<file path="src/logic/pressure_port_regs.svh">
// constants for the pressure sensor host port
// Operation
// after the power-up delay the select pin is sampled once, high picks SPI, low picks I2C.
// the host keeps the bus quiet while the interface is being detected.
// samples taken before the filter settle time has passed are not yet reliable.
// every SPI transfer is 16 bits, shifted most significant bit first both ways.
// each SPI cycle loads a mode byte then a rate byte while the pressure word goes out.
// the host sends real mode and rate bytes every cycle and never echoes pressure back.
// the SPI master keeps the minimum select, byte gap, clock and deselect timings.
// the new sample flag is raised at a pace set by the rate register.
// any read over the active interface clears the new sample flag.
// the mode register picks pressure range, filter corner and the mains notch filter.
// a grounded clock pin at detection gives I2C address 0x28.
// the clock pin divider level maps to one of ten addresses from 0x28 to 0x31.
// on I2C the sensor is only a slave and the master makes every clock pulse.
// on I2C configuration writes and pressure reads are separate transactions.
// the rate value reloads a divider of the update tick, zero picks an automatic rate.
// mode bits 0-2 range, bit 3 watchdog, bits 4-6 filter corner, bit 7 notch filter.
// a new mode value first shows in the data of the second cycle after the write.
`ifndef PRESSURE_PORT_REGS_SVH
`define PRESSURE_PORT_REGS_SVH

`define CLK_HZ 40000000
`define DETECT_DELAY_MS 40
`define DETECT_DELAY_CYCLES (`DETECT_DELAY_MS * (`CLK_HZ / 1000))
`define SETTLE_TIME_MS 80
`define SETTLE_TIME_CYCLES (`SETTLE_TIME_MS * (`CLK_HZ / 1000))
`define UP_CNT_W 22

`define MODE_RESET 8'hF6
`define RATE_RESET 8'h00
`define MODE_RANGE_LSB 0
`define MODE_RANGE_MSB 2
`define MODE_WDOG_BIT 3
`define MODE_BW_LSB 4
`define MODE_BW_MSB 6
`define MODE_NOTCH_BIT 7

`define I2C_ADDR_BASE 7'h28
`define I2C_ADDR_STEPS 4'h9

`define SPI_FRAME_BITS 5'h10
`define I2C_BYTE_BITS 4'h8

`define AUTO_DIV_0 8'h94
`define AUTO_DIV_1 8'h4A
`define AUTO_DIV_2 8'h1E
`define AUTO_DIV_3 8'h0F
`define AUTO_DIV_4 8'h07
`define AUTO_DIV_5 8'h03
`define AUTO_DIV_6 8'h02
`define AUTO_DIV_7 8'h01

`endif

</file>
<file path="src/logic/pressure_port_pkg.sv">
// types for the pressure sensor host port
`default_nettype none
package pressure_port_pkg;
    typedef enum logic [2:0] {
        I_IDLE,
        I_ADDR,
        I_ADDR_ACK,
        I_WR,
        I_WR_ACK,
        I_RD,
        I_RD_ACK
    } i2c_state_t;
    typedef logic [7:0] cfg_byte_t;
    typedef logic [15:0] word_t;
endpackage : pressure_port_pkg
`default_nettype wire

</file>
<file path="src/logic/pressure_sensor_host_port.sv">
// SPI / I2C front end of the pressure sensor
`include "pressure_port_regs.svh"
`default_nettype none
module pressure_sensor_host_port #(
    parameter int DETECT_CYCLES = `DETECT_DELAY_CYCLES,
    parameter int SETTLE_CYCLES = `SETTLE_TIME_CYCLES
) (
    // clock and reset
    input wire logic ref_clk_i,
    input wire logic resetn_i,
    // spi pins, sck doubles as i2c scl
    input wire logic ss_n_i,
    input wire logic sck_i,
    input wire logic mosi_i,
    output logic miso_o,
    // i2c data pin, open drain
    input wire logic sda_i,
    output logic sda_o,
    output logic sda_oe_o,
    // level code of the divider on the clock pin
    input wire logic [3:0] addr_code_i,
    // sample engine
    input wire logic sample_tick_i,
    input wire pressure_port_pkg::word_t pressure_i,
    // status
    output logic new_sample_flag_o,
    output logic detect_done_o,
    output logic spi_sel_o,
    output logic i2c_sel_o,
    output logic settled_o,
    output logic [6:0] i2c_addr_o,
    // configuration towards the signal path
    output logic [2:0] range_o,
    output logic watchdog_en_o,
    output logic [2:0] bw_sel_o,
    output logic notch_en_o,
    output pressure_port_pkg::cfg_byte_t rate_o
);
    import pressure_port_pkg::*;

    logic [7:0] pins_s;
    logic ss_s, sck_s, mosi_s, sda_s;
    logic [3:0] code_s;

    pin_sync #(.W(8)) u_sync (
        .ref_clk_i(ref_clk_i),
        .resetn_i(resetn_i),
        .pin_i({addr_code_i, sda_i, mosi_i, sck_i, ss_n_i}),
        .sync_o(pins_s)
    );
    assign {code_s, sda_s, mosi_s, sck_s, ss_s} = pins_s;

    // registered state and next values
    logic [`UP_CNT_W-1:0] up_cnt, next_up_cnt;
    logic detect_done, next_detect_done, spi_sel, next_spi_sel, i2c_sel, next_i2c_sel;
    logic settled, next_settled;
    logic [6:0] i2c_addr, next_i2c_addr;
    logic ss_q, sck_q, sda_q;
    cfg_byte_t mode_reg, next_mode_reg, mode_applied, next_mode_applied;
    cfg_byte_t rate_reg, next_rate_reg, rate_cnt, next_rate_cnt;
    logic flag, next_flag;
    word_t rx, next_rx, tx, next_tx;
    logic [4:0] bit_cnt, next_bit_cnt;
    logic miso, next_miso, sda_oe, next_sda_oe;
    i2c_state_t i_st, next_i_st;
    logic [3:0] i_cnt, next_i_cnt;
    logic [7:0] i_sh, next_i_sh;
    logic i_rw, next_i_rw;
    logic [1:0] i_wcnt, next_i_wcnt;
    cfg_byte_t buf_mode, next_buf_mode, buf_rate, next_buf_rate;
    logic got_mode, next_got_mode, got_rate, next_got_rate;

    // per cycle helpers
    logic ss_fall, sck_rise, sck_fall, i2c_start, i2c_stop;
    logic read_evt, cycle_end, tick_hit, new_mode_ok, new_rate_ok;
    cfg_byte_t new_mode_v, new_rate_v, reload, auto_div;
    word_t frame_word;

    assign ss_fall = ss_q & ~ss_s;
    assign sck_rise = sck_s & ~sck_q;
    assign sck_fall = ~sck_s & sck_q;
    assign i2c_start = sck_s & sck_q & sda_q & ~sda_s;
    assign i2c_stop = sck_s & sck_q & ~sda_q & sda_s;

    always_comb
    begin
        case (mode_applied[`MODE_BW_MSB:`MODE_BW_LSB])
            3'h0: auto_div = `AUTO_DIV_0;
            3'h1: auto_div = `AUTO_DIV_1;
            3'h2: auto_div = `AUTO_DIV_2;
            3'h3: auto_div = `AUTO_DIV_3;
            3'h4: auto_div = `AUTO_DIV_4;
            3'h5: auto_div = `AUTO_DIV_5;
            3'h6: auto_div = `AUTO_DIV_6;
            default: auto_div = `AUTO_DIV_7;
        endcase
        reload = (rate_reg == 8'h00) ? auto_div : rate_reg;
        tick_hit = sample_tick_i && (rate_cnt == 8'h00);
    end

    always_comb
    begin
        next_up_cnt = up_cnt;
        next_detect_done = detect_done;
        next_spi_sel = spi_sel;
        next_i2c_sel = i2c_sel;
        next_settled = settled;
        next_i2c_addr = i2c_addr;
        next_mode_reg = mode_reg;
        next_mode_applied = mode_applied;
        next_rate_reg = rate_reg;
        next_rate_cnt = rate_cnt;
        next_flag = flag;
        next_rx = rx;
        next_tx = tx;
        next_bit_cnt = bit_cnt;
        next_miso = miso;
        next_sda_oe = sda_oe;
        next_i_st = i_st;
        next_i_cnt = i_cnt;
        next_i_sh = i_sh;
        next_i_rw = i_rw;
        next_i_wcnt = i_wcnt;
        next_buf_mode = buf_mode;
        next_buf_rate = buf_rate;
        next_got_mode = got_mode;
        next_got_rate = got_rate;
        read_evt = 1'b0;
        cycle_end = 1'b0;
        new_mode_ok = 1'b0;
        new_rate_ok = 1'b0;
        new_mode_v = mode_reg;
        new_rate_v = rate_reg;
        frame_word = {rx[14:0], mosi_s};

        // power-up timing and one-shot interface detection
        if (up_cnt != SETTLE_CYCLES[`UP_CNT_W-1:0])
            next_up_cnt = up_cnt + 1'b1;
        if (up_cnt == SETTLE_CYCLES[`UP_CNT_W-1:0])
            next_settled = 1'b1;
        if (!detect_done && up_cnt == DETECT_CYCLES[`UP_CNT_W-1:0])
        begin
            next_detect_done = 1'b1;
            next_spi_sel = ss_s;
            next_i2c_sel = ~ss_s;
            next_i2c_addr = `I2C_ADDR_BASE
                + {3'h0, (code_s > `I2C_ADDR_STEPS) ? `I2C_ADDR_STEPS : code_s};
        end

        // spi: sample mosi on rising sck, shift miso on falling sck
        if (spi_sel)
        begin
            if (ss_fall)
            begin
                read_evt = 1'b1;
                next_tx = pressure_i;
                next_miso = pressure_i[15];
                next_bit_cnt = 5'h00;
            end
            else if (!ss_s && sck_rise && bit_cnt != `SPI_FRAME_BITS)
            begin
                next_rx = frame_word;
                next_bit_cnt = bit_cnt + 1'b1;
                if (bit_cnt == `SPI_FRAME_BITS - 5'h01)
                begin
                    cycle_end = 1'b1;
                    new_mode_ok = 1'b1;
                    new_rate_ok = 1'b1;
                    new_mode_v = frame_word[15:8];
                    new_rate_v = frame_word[7:0];
                end
            end
            else if (!ss_s && sck_fall)
            begin
                next_tx = {tx[14:0], 1'b0};
                next_miso = (bit_cnt == `SPI_FRAME_BITS) ? 1'b0 : tx[14];
            end
        end

        // i2c slave: master owns every clock edge
        if (i2c_sel)
        begin
            if (i2c_start)
            begin
                next_i_st = I_ADDR;
                next_i_cnt = 4'h0;
                next_sda_oe = 1'b0;
            end
            else if (i2c_stop)
            begin
                next_i_st = I_IDLE;
                next_sda_oe = 1'b0;
                cycle_end = 1'b1;
                new_mode_ok = got_mode;
                new_rate_ok = got_rate;
                new_mode_v = buf_mode;
                new_rate_v = buf_rate;
                next_got_mode = 1'b0;
                next_got_rate = 1'b0;
            end
            else if (sck_rise)
            begin
                if (i_st == I_ADDR || i_st == I_WR)
                begin
                    next_i_sh = {i_sh[6:0], sda_s};
                    next_i_cnt = i_cnt + 1'b1;
                end
                else if (i_st == I_RD)
                    next_i_cnt = i_cnt + 1'b1;
                else if (i_st == I_RD_ACK && sda_s)
                    next_i_st = I_IDLE; // master nack ends the read
            end
            else if (sck_fall)
            begin
                case (i_st)
                    I_ADDR:
                        if (i_cnt == `I2C_BYTE_BITS)
                        begin
                            if (i_sh[7:1] == i2c_addr)
                            begin
                                next_i_st = I_ADDR_ACK;
                                next_i_rw = i_sh[0];
                                next_sda_oe = 1'b1;
                            end
                            else
                                next_i_st = I_IDLE;
                        end
                    I_ADDR_ACK:
                    begin
                        next_i_cnt = 4'h0;
                        if (i_rw)
                        begin
                            read_evt = 1'b1;
                            next_i_st = I_RD;
                            next_tx = pressure_i;
                            next_sda_oe = ~pressure_i[15];
                        end
                        else
                        begin
                            next_i_st = I_WR;
                            next_i_wcnt = 2'h0;
                            next_sda_oe = 1'b0;
                        end
                    end
                    I_WR:
                        if (i_cnt == `I2C_BYTE_BITS)
                        begin
                            next_i_st = I_WR_ACK;
                            next_sda_oe = 1'b1;
                            if (i_wcnt == 2'h0)
                            begin
                                next_buf_mode = i_sh;
                                next_got_mode = 1'b1;
                            end
                            else if (i_wcnt == 2'h1)
                            begin
                                next_buf_rate = i_sh;
                                next_got_rate = 1'b1;
                            end
                            if (i_wcnt != 2'h3)
                                next_i_wcnt = i_wcnt + 1'b1;
                        end
                    I_WR_ACK:
                    begin
                        next_i_st = I_WR;
                        next_i_cnt = 4'h0;
                        next_sda_oe = 1'b0;
                    end
                    I_RD:
                        if (i_cnt == `I2C_BYTE_BITS)
                        begin
                            next_i_st = I_RD_ACK;
                            next_sda_oe = 1'b0;
                        end
                        else
                        begin
                            next_tx = {tx[14:0], 1'b1};
                            next_sda_oe = ~tx[14];
                        end
                    I_RD_ACK:
                    begin
                        next_i_st = I_RD;
                        next_i_cnt = 4'h0;
                        next_tx = {tx[14:0], 1'b1};
                        next_sda_oe = ~tx[14];
                    end
                    default:
                        next_sda_oe = 1'b0;
                endcase
            end
        end

        // mode takes effect one cycle late, rate at once
        if (cycle_end)
            next_mode_applied = mode_reg;
        if (new_mode_ok)
            next_mode_reg = new_mode_v;
        if (new_rate_ok)
            next_rate_reg = new_rate_v;

        // divided notification pacing, a set beats a clearing read
        if (sample_tick_i)
            next_rate_cnt = tick_hit ? reload - 8'h01 : rate_cnt - 8'h01;
        if (tick_hit)
            next_flag = 1'b1;
        else if (read_evt)
            next_flag = 1'b0;
    end

    always_ff @(posedge ref_clk_i or negedge resetn_i)
    begin
        if (!resetn_i)
        begin
            up_cnt <= '0;
            detect_done <= 1'b0;
            spi_sel <= 1'b0;
            i2c_sel <= 1'b0;
            settled <= 1'b0;
            i2c_addr <= `I2C_ADDR_BASE;
            ss_q <= 1'b0;
            sck_q <= 1'b0;
            sda_q <= 1'b0;
            mode_reg <= `MODE_RESET;
            mode_applied <= `MODE_RESET;
            rate_reg <= `RATE_RESET;
            rate_cnt <= 8'h00;
            flag <= 1'b0;
            rx <= 16'h0000;
            tx <= 16'h0000;
            bit_cnt <= 5'h00;
            miso <= 1'b0;
            sda_oe <= 1'b0;
            sda_o <= 1'b0;
            i_st <= I_IDLE;
            i_cnt <= 4'h0;
            i_sh <= 8'h00;
            i_rw <= 1'b0;
            i_wcnt <= 2'h0;
            buf_mode <= 8'h00;
            buf_rate <= 8'h00;
            got_mode <= 1'b0;
            got_rate <= 1'b0;
        end
        else
        begin
            up_cnt <= next_up_cnt;
            detect_done <= next_detect_done;
            spi_sel <= next_spi_sel;
            i2c_sel <= next_i2c_sel;
            settled <= next_settled;
            i2c_addr <= next_i2c_addr;
            ss_q <= ss_s;
            sck_q <= sck_s;
            sda_q <= sda_s;
            mode_reg <= next_mode_reg;
            mode_applied <= next_mode_applied;
            rate_reg <= next_rate_reg;
            rate_cnt <= next_rate_cnt;
            flag <= next_flag;
            rx <= next_rx;
            tx <= next_tx;
            bit_cnt <= next_bit_cnt;
            miso <= next_miso;
            sda_oe <= next_sda_oe;
            sda_o <= 1'b0;
            i_st <= next_i_st;
            i_cnt <= next_i_cnt;
            i_sh <= next_i_sh;
            i_rw <= next_i_rw;
            i_wcnt <= next_i_wcnt;
            buf_mode <= next_buf_mode;
            buf_rate <= next_buf_rate;
            got_mode <= next_got_mode;
            got_rate <= next_got_rate;
        end
    end

    assign miso_o = miso;
    assign sda_oe_o = sda_oe;
    assign new_sample_flag_o = flag;
    assign detect_done_o = detect_done;
    assign spi_sel_o = spi_sel;
    assign i2c_sel_o = i2c_sel;
    assign settled_o = settled;
    assign i2c_addr_o = i2c_addr;
    assign range_o = mode_applied[`MODE_RANGE_MSB:`MODE_RANGE_LSB];
    assign watchdog_en_o = mode_applied[`MODE_WDOG_BIT];
    assign bw_sel_o = mode_applied[`MODE_BW_MSB:`MODE_BW_LSB];
    assign notch_en_o = mode_applied[`MODE_NOTCH_BIT];
    assign rate_o = rate_reg;
endmodule : pressure_sensor_host_port
`default_nettype wire

</file>
<file path="src/logic/pin_sync.sv">
// two flop synchroniser for a group of pin inputs
`default_nettype none
module pin_sync #(
    parameter int W = 1
) (
    // clock and reset
    input wire logic ref_clk_i,
    input wire logic resetn_i,
    // pins and synchronised copies
    input wire logic [W-1:0] pin_i,
    output logic [W-1:0] sync_o
);
    genvar g;
    generate
        for (g = 0; g < W; g++)
        begin : g_bit
            logic meta;
            logic stable;
            always_ff @(posedge ref_clk_i or negedge resetn_i)
            begin
                if (!resetn_i)
                begin
                    meta <= 1'b0;
                    stable <= 1'b0;
                end
                else
                begin
                    meta <= pin_i[g];
                    stable <= meta;
                end
            end
            assign sync_o[g] = stable;
        end
    endgenerate
endmodule : pin_sync
`default_nettype wire

</file>
<file path="config.mk">
export PLATFORM = sky130hd
export DESIGN_NAME = pressure_sensor_host_port
export DESIGN_NICKNAME = d
export VERILOG_FILES = /design/src/logic/pressure_port_pkg.sv /design/src/logic/pressure_sensor_host_port.sv /design/src/logic/pin_sync.sv
export VERILOG_INCLUDE_DIRS = /design/src /design/src/logic
export SDC_FILE = /design/constraint.sdc
export NUM_CORES = 1
export LEC_CHECK = 0
export ABC_AREA = 1
export BUFFER_PORTS_ARGS = -buffer_cell sky130_fd_sc_hd__buf_2
export CORE_MARGIN = 3
export CORE_UTILIZATION = 45
export CTS_CLUSTER_DIAMETER = 30
export CTS_CLUSTER_SIZE = 24
export DETAILED_ROUTE_END_ITERATION = 8
export PLACE_DENSITY = 0.68
export REMOVE_ABC_BUFFERS = 1
export SYNTH_ARGS = -nofsm -noshare
export SYNTH_HDL_FRONTEND = slang
export SYNTH_SLANG_ARGS = --single-unit
export TNS_END_PERCENT = 30
</file>
<file path="constraint.sdc">
create_clock -name ref_clk_i -period 1.9 [get_ports ref_clk_i]
set_clock_uncertainty 0.05 [all_clocks]
set_input_delay 0.38 -clock ref_clk_i [delete_from_list [all_inputs] [get_ports ref_clk_i]]
set_output_delay 0.38 -clock ref_clk_i [all_outputs]
set_load 0.01 [all_outputs]
</file>
==> parameters.txt <==
Parameter                              Value

Synthesis
  Number of synthesis warnings    0
  Area contributors post-synth    sky130_fd_sc_hd__dfrtp_1 (47%), sky130_fd_sc_hd__nand2_1 (9.6%), sky130_fd_sc_hd__o21ai_0 (8.2%)
  Post-synthesis average cell area    8.263 um2
  Flops & latches, synth    156
  Number of enable flip-flop cells after synthesis    0
  Synthesized area    7635 um2
  Distinct cell type count of the synthesized netlist    42
  Post-synthesis cell count    924
  Async set or reset register ratio after synthesis    100.0%
  Sequential cell area fraction in the yosys report    51.34%
  Leading area contributor after synthesis    sky130_fd_sc_hd__dfrtp_1
  Fraction of synthesized cell area taken by the top area cell type    46.87%
  Most common flop cell mapped by yosys    sky130_fd_sc_hd__dfrtp_1

Worst setup path
  Type of the worst setup path    reg2reg
  Worst stage delay on the critical path    380 ps
  R2r startpoint    bit_cnt[0]
  Critical Path Source Type    flip-flop
  CP Launch Point    bit_cnt[0]
  Endpoint class of the critical path    flip-flop
  Critical-path cell list    inv_1 > ha_2 > nand4_1 > nand2_2 > inv_2 > nand3_4 > inv_4 > a21oi_4 > nor2_4 > or2_4 > nand2_2 > inv_1
  Critical Path Fanout Max    8
  Arrival time of the worst setup path    2230 ps
  Worst Reg2Reg Path Length in Cells    12
  Critical path's slowest cell    sky130_fd_sc_hd__dfrtp_1
  Internal reg-to-reg setup slack    -60 ps
  WP data required    2170 ps
  Endpoint of the worst register-to-register path    mode_reg[3]

Route
  Initial DRT Pass Iterations    5
  Final wirelength    18700 um
  Ratio of routed vias to standard cells    5.098
  Count of nets left with antenna violations after detail routing    0
  Vias after detailed routing    6653
  Final routed DRC violation total    0
  Routed wirelength normalized by instance count    14.33 um
  Iteration-0 DRC count of the detailed router    373

Timing
  Achievable frequency    510.0 MHz
  RSZ-0062 raised after global routing    true
  Final cycle utilization of the critical path    103.2%
  Count of endpoints failing hold in the final timing report    0
  Hold_ws    20.88 ps
  Final number of setup-violating endpoints    16
  Pins over their slew limit    0
  Post-route setup slack    -60.80 ps
  Time the final worst path needs with I/O delays and setup    1961 ps

Layout
  Fin util    61.27%
  Diodes inserted    0
  Fin cells    1305
  Max reg flops    22
  Share of layout cells above drive strength 1    26.45%
  Final nets    1118
  Largest regs    up_cnt x22, rx x15, tx x15
  Layout area overhead    30.25%
  Register ranked first by flip-flop count    up_cnt

Min path
  End point of the worst hold path    u_sync.g_bit[2].meta
  Start point of the worst min-delay path    mosi_i
  Number of cells on the worst hold path    1
  Worst min-delay path category    in2reg

Pwr
  Static Leakage    4.776 nW
  Share of power burned in combinational logic    8.8%
  Net Sw Power    1.806 mW
  Sw Share    23.90%
  Proportion of power drawn by the clock network    45.2%
  Reg power frac    46.0%
  Power per Cell Area    759.8 nW/um2
  Worst IR drop on VDD    903.0 uV
  Cell-internal power    5.750 mW

Outcome
  Violations in the final reports    setup timing
  Status    finished with violations

Run
  Max Cap Violations    0

Floorplan
  Starting density of the core    47.04%
  Full die area    18570 um2
  IO Count    58
  CORE AREA    16230 um2
  Floorplan row count    46
  Die Span Y    136.3 um
  Die Wd    136.3 um

Clock tree
  Clock slew at reported path FFs    60 ps
  CTS max path bufs    2
  Clock sink count    156
  Num CTS Buffers    17
  Clock root buffer    sky130_fd_sc_hd__clkbuf_16
  TritonCTS clock tree    yes
  Source-to-sink clock delay at the later pin of the worst-skew pair    420 ps
  Number of levels the H-tree was split into    4

Placed design
  IO Port Bufs    54
  Final Wtd Congestion    0.9192
  # placed instances    1250
  HPWL after detailed placement    12840 um

Global routing
  Overall overflow remaining after global route    0
  Global-route wire length before repair    30900 um
  Initial antenna violation count    0
  Vias in the first global route    6441
  Largest net degree at the start of global routing    45
  Overall global routing resource usage    20.86%
[final cells by class]
cell class | count | area, um2
clock buffers | 21 | 450.4
repair buffers | 156 | 1180
well taps | 216 | 270.3
fillers | 1379 | 6286
inverters | 127 | 481.7
clock inverters | 10 | 142.6
multi-input cells | 619 | 3500
flip-flops and latches | 156 | 3920
[power groups by stage]
| stage | Combinational, mW | Clock [mW] | Sequential (mW) |
|---|---|---|---|
| after detailed placement | 0.590 | 0 | 3.53 |
| final | 0.662 | 3.42 | 3.48 |
| after floorplan | 0.375 | 0 | 3.52 |
| after global placement | 0.580 | 0 | 3.53 |
| after CTS | 0.612 | 3.46 | 3.47 |
| after global routing | 0.765 | 3.62 | 3.49 |
[cells in the mapped netlist, types with 4 or more instances]
library cell and instances:
sky130_fd_sc_hd__nand2_1 195, sky130_fd_sc_hd__dfrtp_1 143, sky130_fd_sc_hd__o21ai_0 125, sky130_fd_sc_hd__inv_1 122, sky130_fd_sc_hd__nor2_1 99, sky130_fd_sc_hd__nand3_1 37, sky130_fd_sc_hd__xor2_1 24, sky130_fd_sc_hd__a21oi_1 18
sky130_fd_sc_hd__clkbuf_1 17, sky130_fd_sc_hd__o211ai_1 16, sky130_fd_sc_hd__a22oi_1 14, sky130_fd_sc_hd__ha_1 14, sky130_fd_sc_hd__dfstp_2 13, sky130_fd_sc_hd__nor3_1 11, sky130_fd_sc_hd__nand4_1 9, sky130_fd_sc_hd__or2_2 7
sky130_fd_sc_hd__nor4_1 6, sky130_fd_sc_hd__inv_2 5, sky130_fd_sc_hd__nor2_2 5, sky130_fd_sc_hd__o21ai_1 5, sky130_fd_sc_hd__buf_4 4
[routing by layer]
layer	up-vias	global-route usage (%)	wire length, um	share of wire (%)
li1	3298	-	-	-
met1	3154	27.91	8252	44
met2	157	34.12	9154	49
met3	44	4.774	821	4.4
met4	0	5.991	466	2.5
met5	-	0	0	0
[critical path, delay by kind of cell (launching register included)]
kind | cells | cell delay [ps]
AND/OR/NAND/NOR | 6 | 790
flip-flops | 1 | 380
AO/OA/AOI/OAI | 1 | 250
buffers and inverters | 4 | 210
adder cells (fa/ha/maj) | 1 | 160
[metrics by stage]
step                TNS [ps]  worst slack [ps]  cell area [um2]  power, mW
floorplan             -13260            -485.4             7507      3.891
global placement       -1310            -134.2             8712      4.106
detailed placement     -2572            -192.0             8712      4.119
CTS                   -839.6            -59.57             9515      7.545
global route           -4394            -191.5             9945      7.878
finish                -412.8            -60.80             9945      7.556
[cells in the final DEF (no fill, tap or decap), types with 11 or more instances in the layout]
master,instances
sky130_fd_sc_hd__nor2_1,83
sky130_fd_sc_hd__a21oi_1,16
sky130_fd_sc_hd__dfrtp_1,143
sky130_fd_sc_hd__xor2_1,24
sky130_fd_sc_hd__o21ai_2,13
sky130_fd_sc_hd__nand3_1,32
sky130_fd_sc_hd__buf_4,78
sky130_fd_sc_hd__o21ai_0,74
sky130_fd_sc_hd__buf_2,54
sky130_fd_sc_hd__dfstp_2,13
sky130_fd_sc_hd__nor2_2,14
sky130_fd_sc_hd__a22oi_1,14
sky130_fd_sc_hd__nand2_2,19
sky130_fd_sc_hd__clkbuf_16,19
sky130_fd_sc_hd__buf_6,11
sky130_fd_sc_hd__inv_1,117
sky130_fd_sc_hd__o21ai_1,44
sky130_fd_sc_hd__nand2_1,175
sky130_fd_sc_hd__o211ai_1,16
[repair_timing]
action | in CTS | in global routing
pin swaps | 10 | 30
gates cloned | 2 | 5
hold endpoints to repair | 34 | 1
setup endpoints to repair | 35 | 83
hold buffers | 6 | 1
resized for setup | 26 | 140
buffers inserted | 4 | 8
[cell families after synthesis]
kind of cell / synth area share (%)
simple gates: 20.78
compound gates: 14.29
flops: 51.34
buf+inv: 7.965
xor+xnor: 3.097
fa+ha+maj: 2.294
other cells: 0.09837
mux: 0.1311
[worst max-delay path by stage]
stage,to,cells past startpoint
2_1_floorplan,tx[10],10
3_3_place_gp,mode_reg[3],11
3_5_place_dp,mode_reg[0],11
4_1_cts,mode_applied[5],11
5_1_grt,mode_reg[0],14
6_report,mode_reg[3],12
Power figures use the tool's default switching activity.
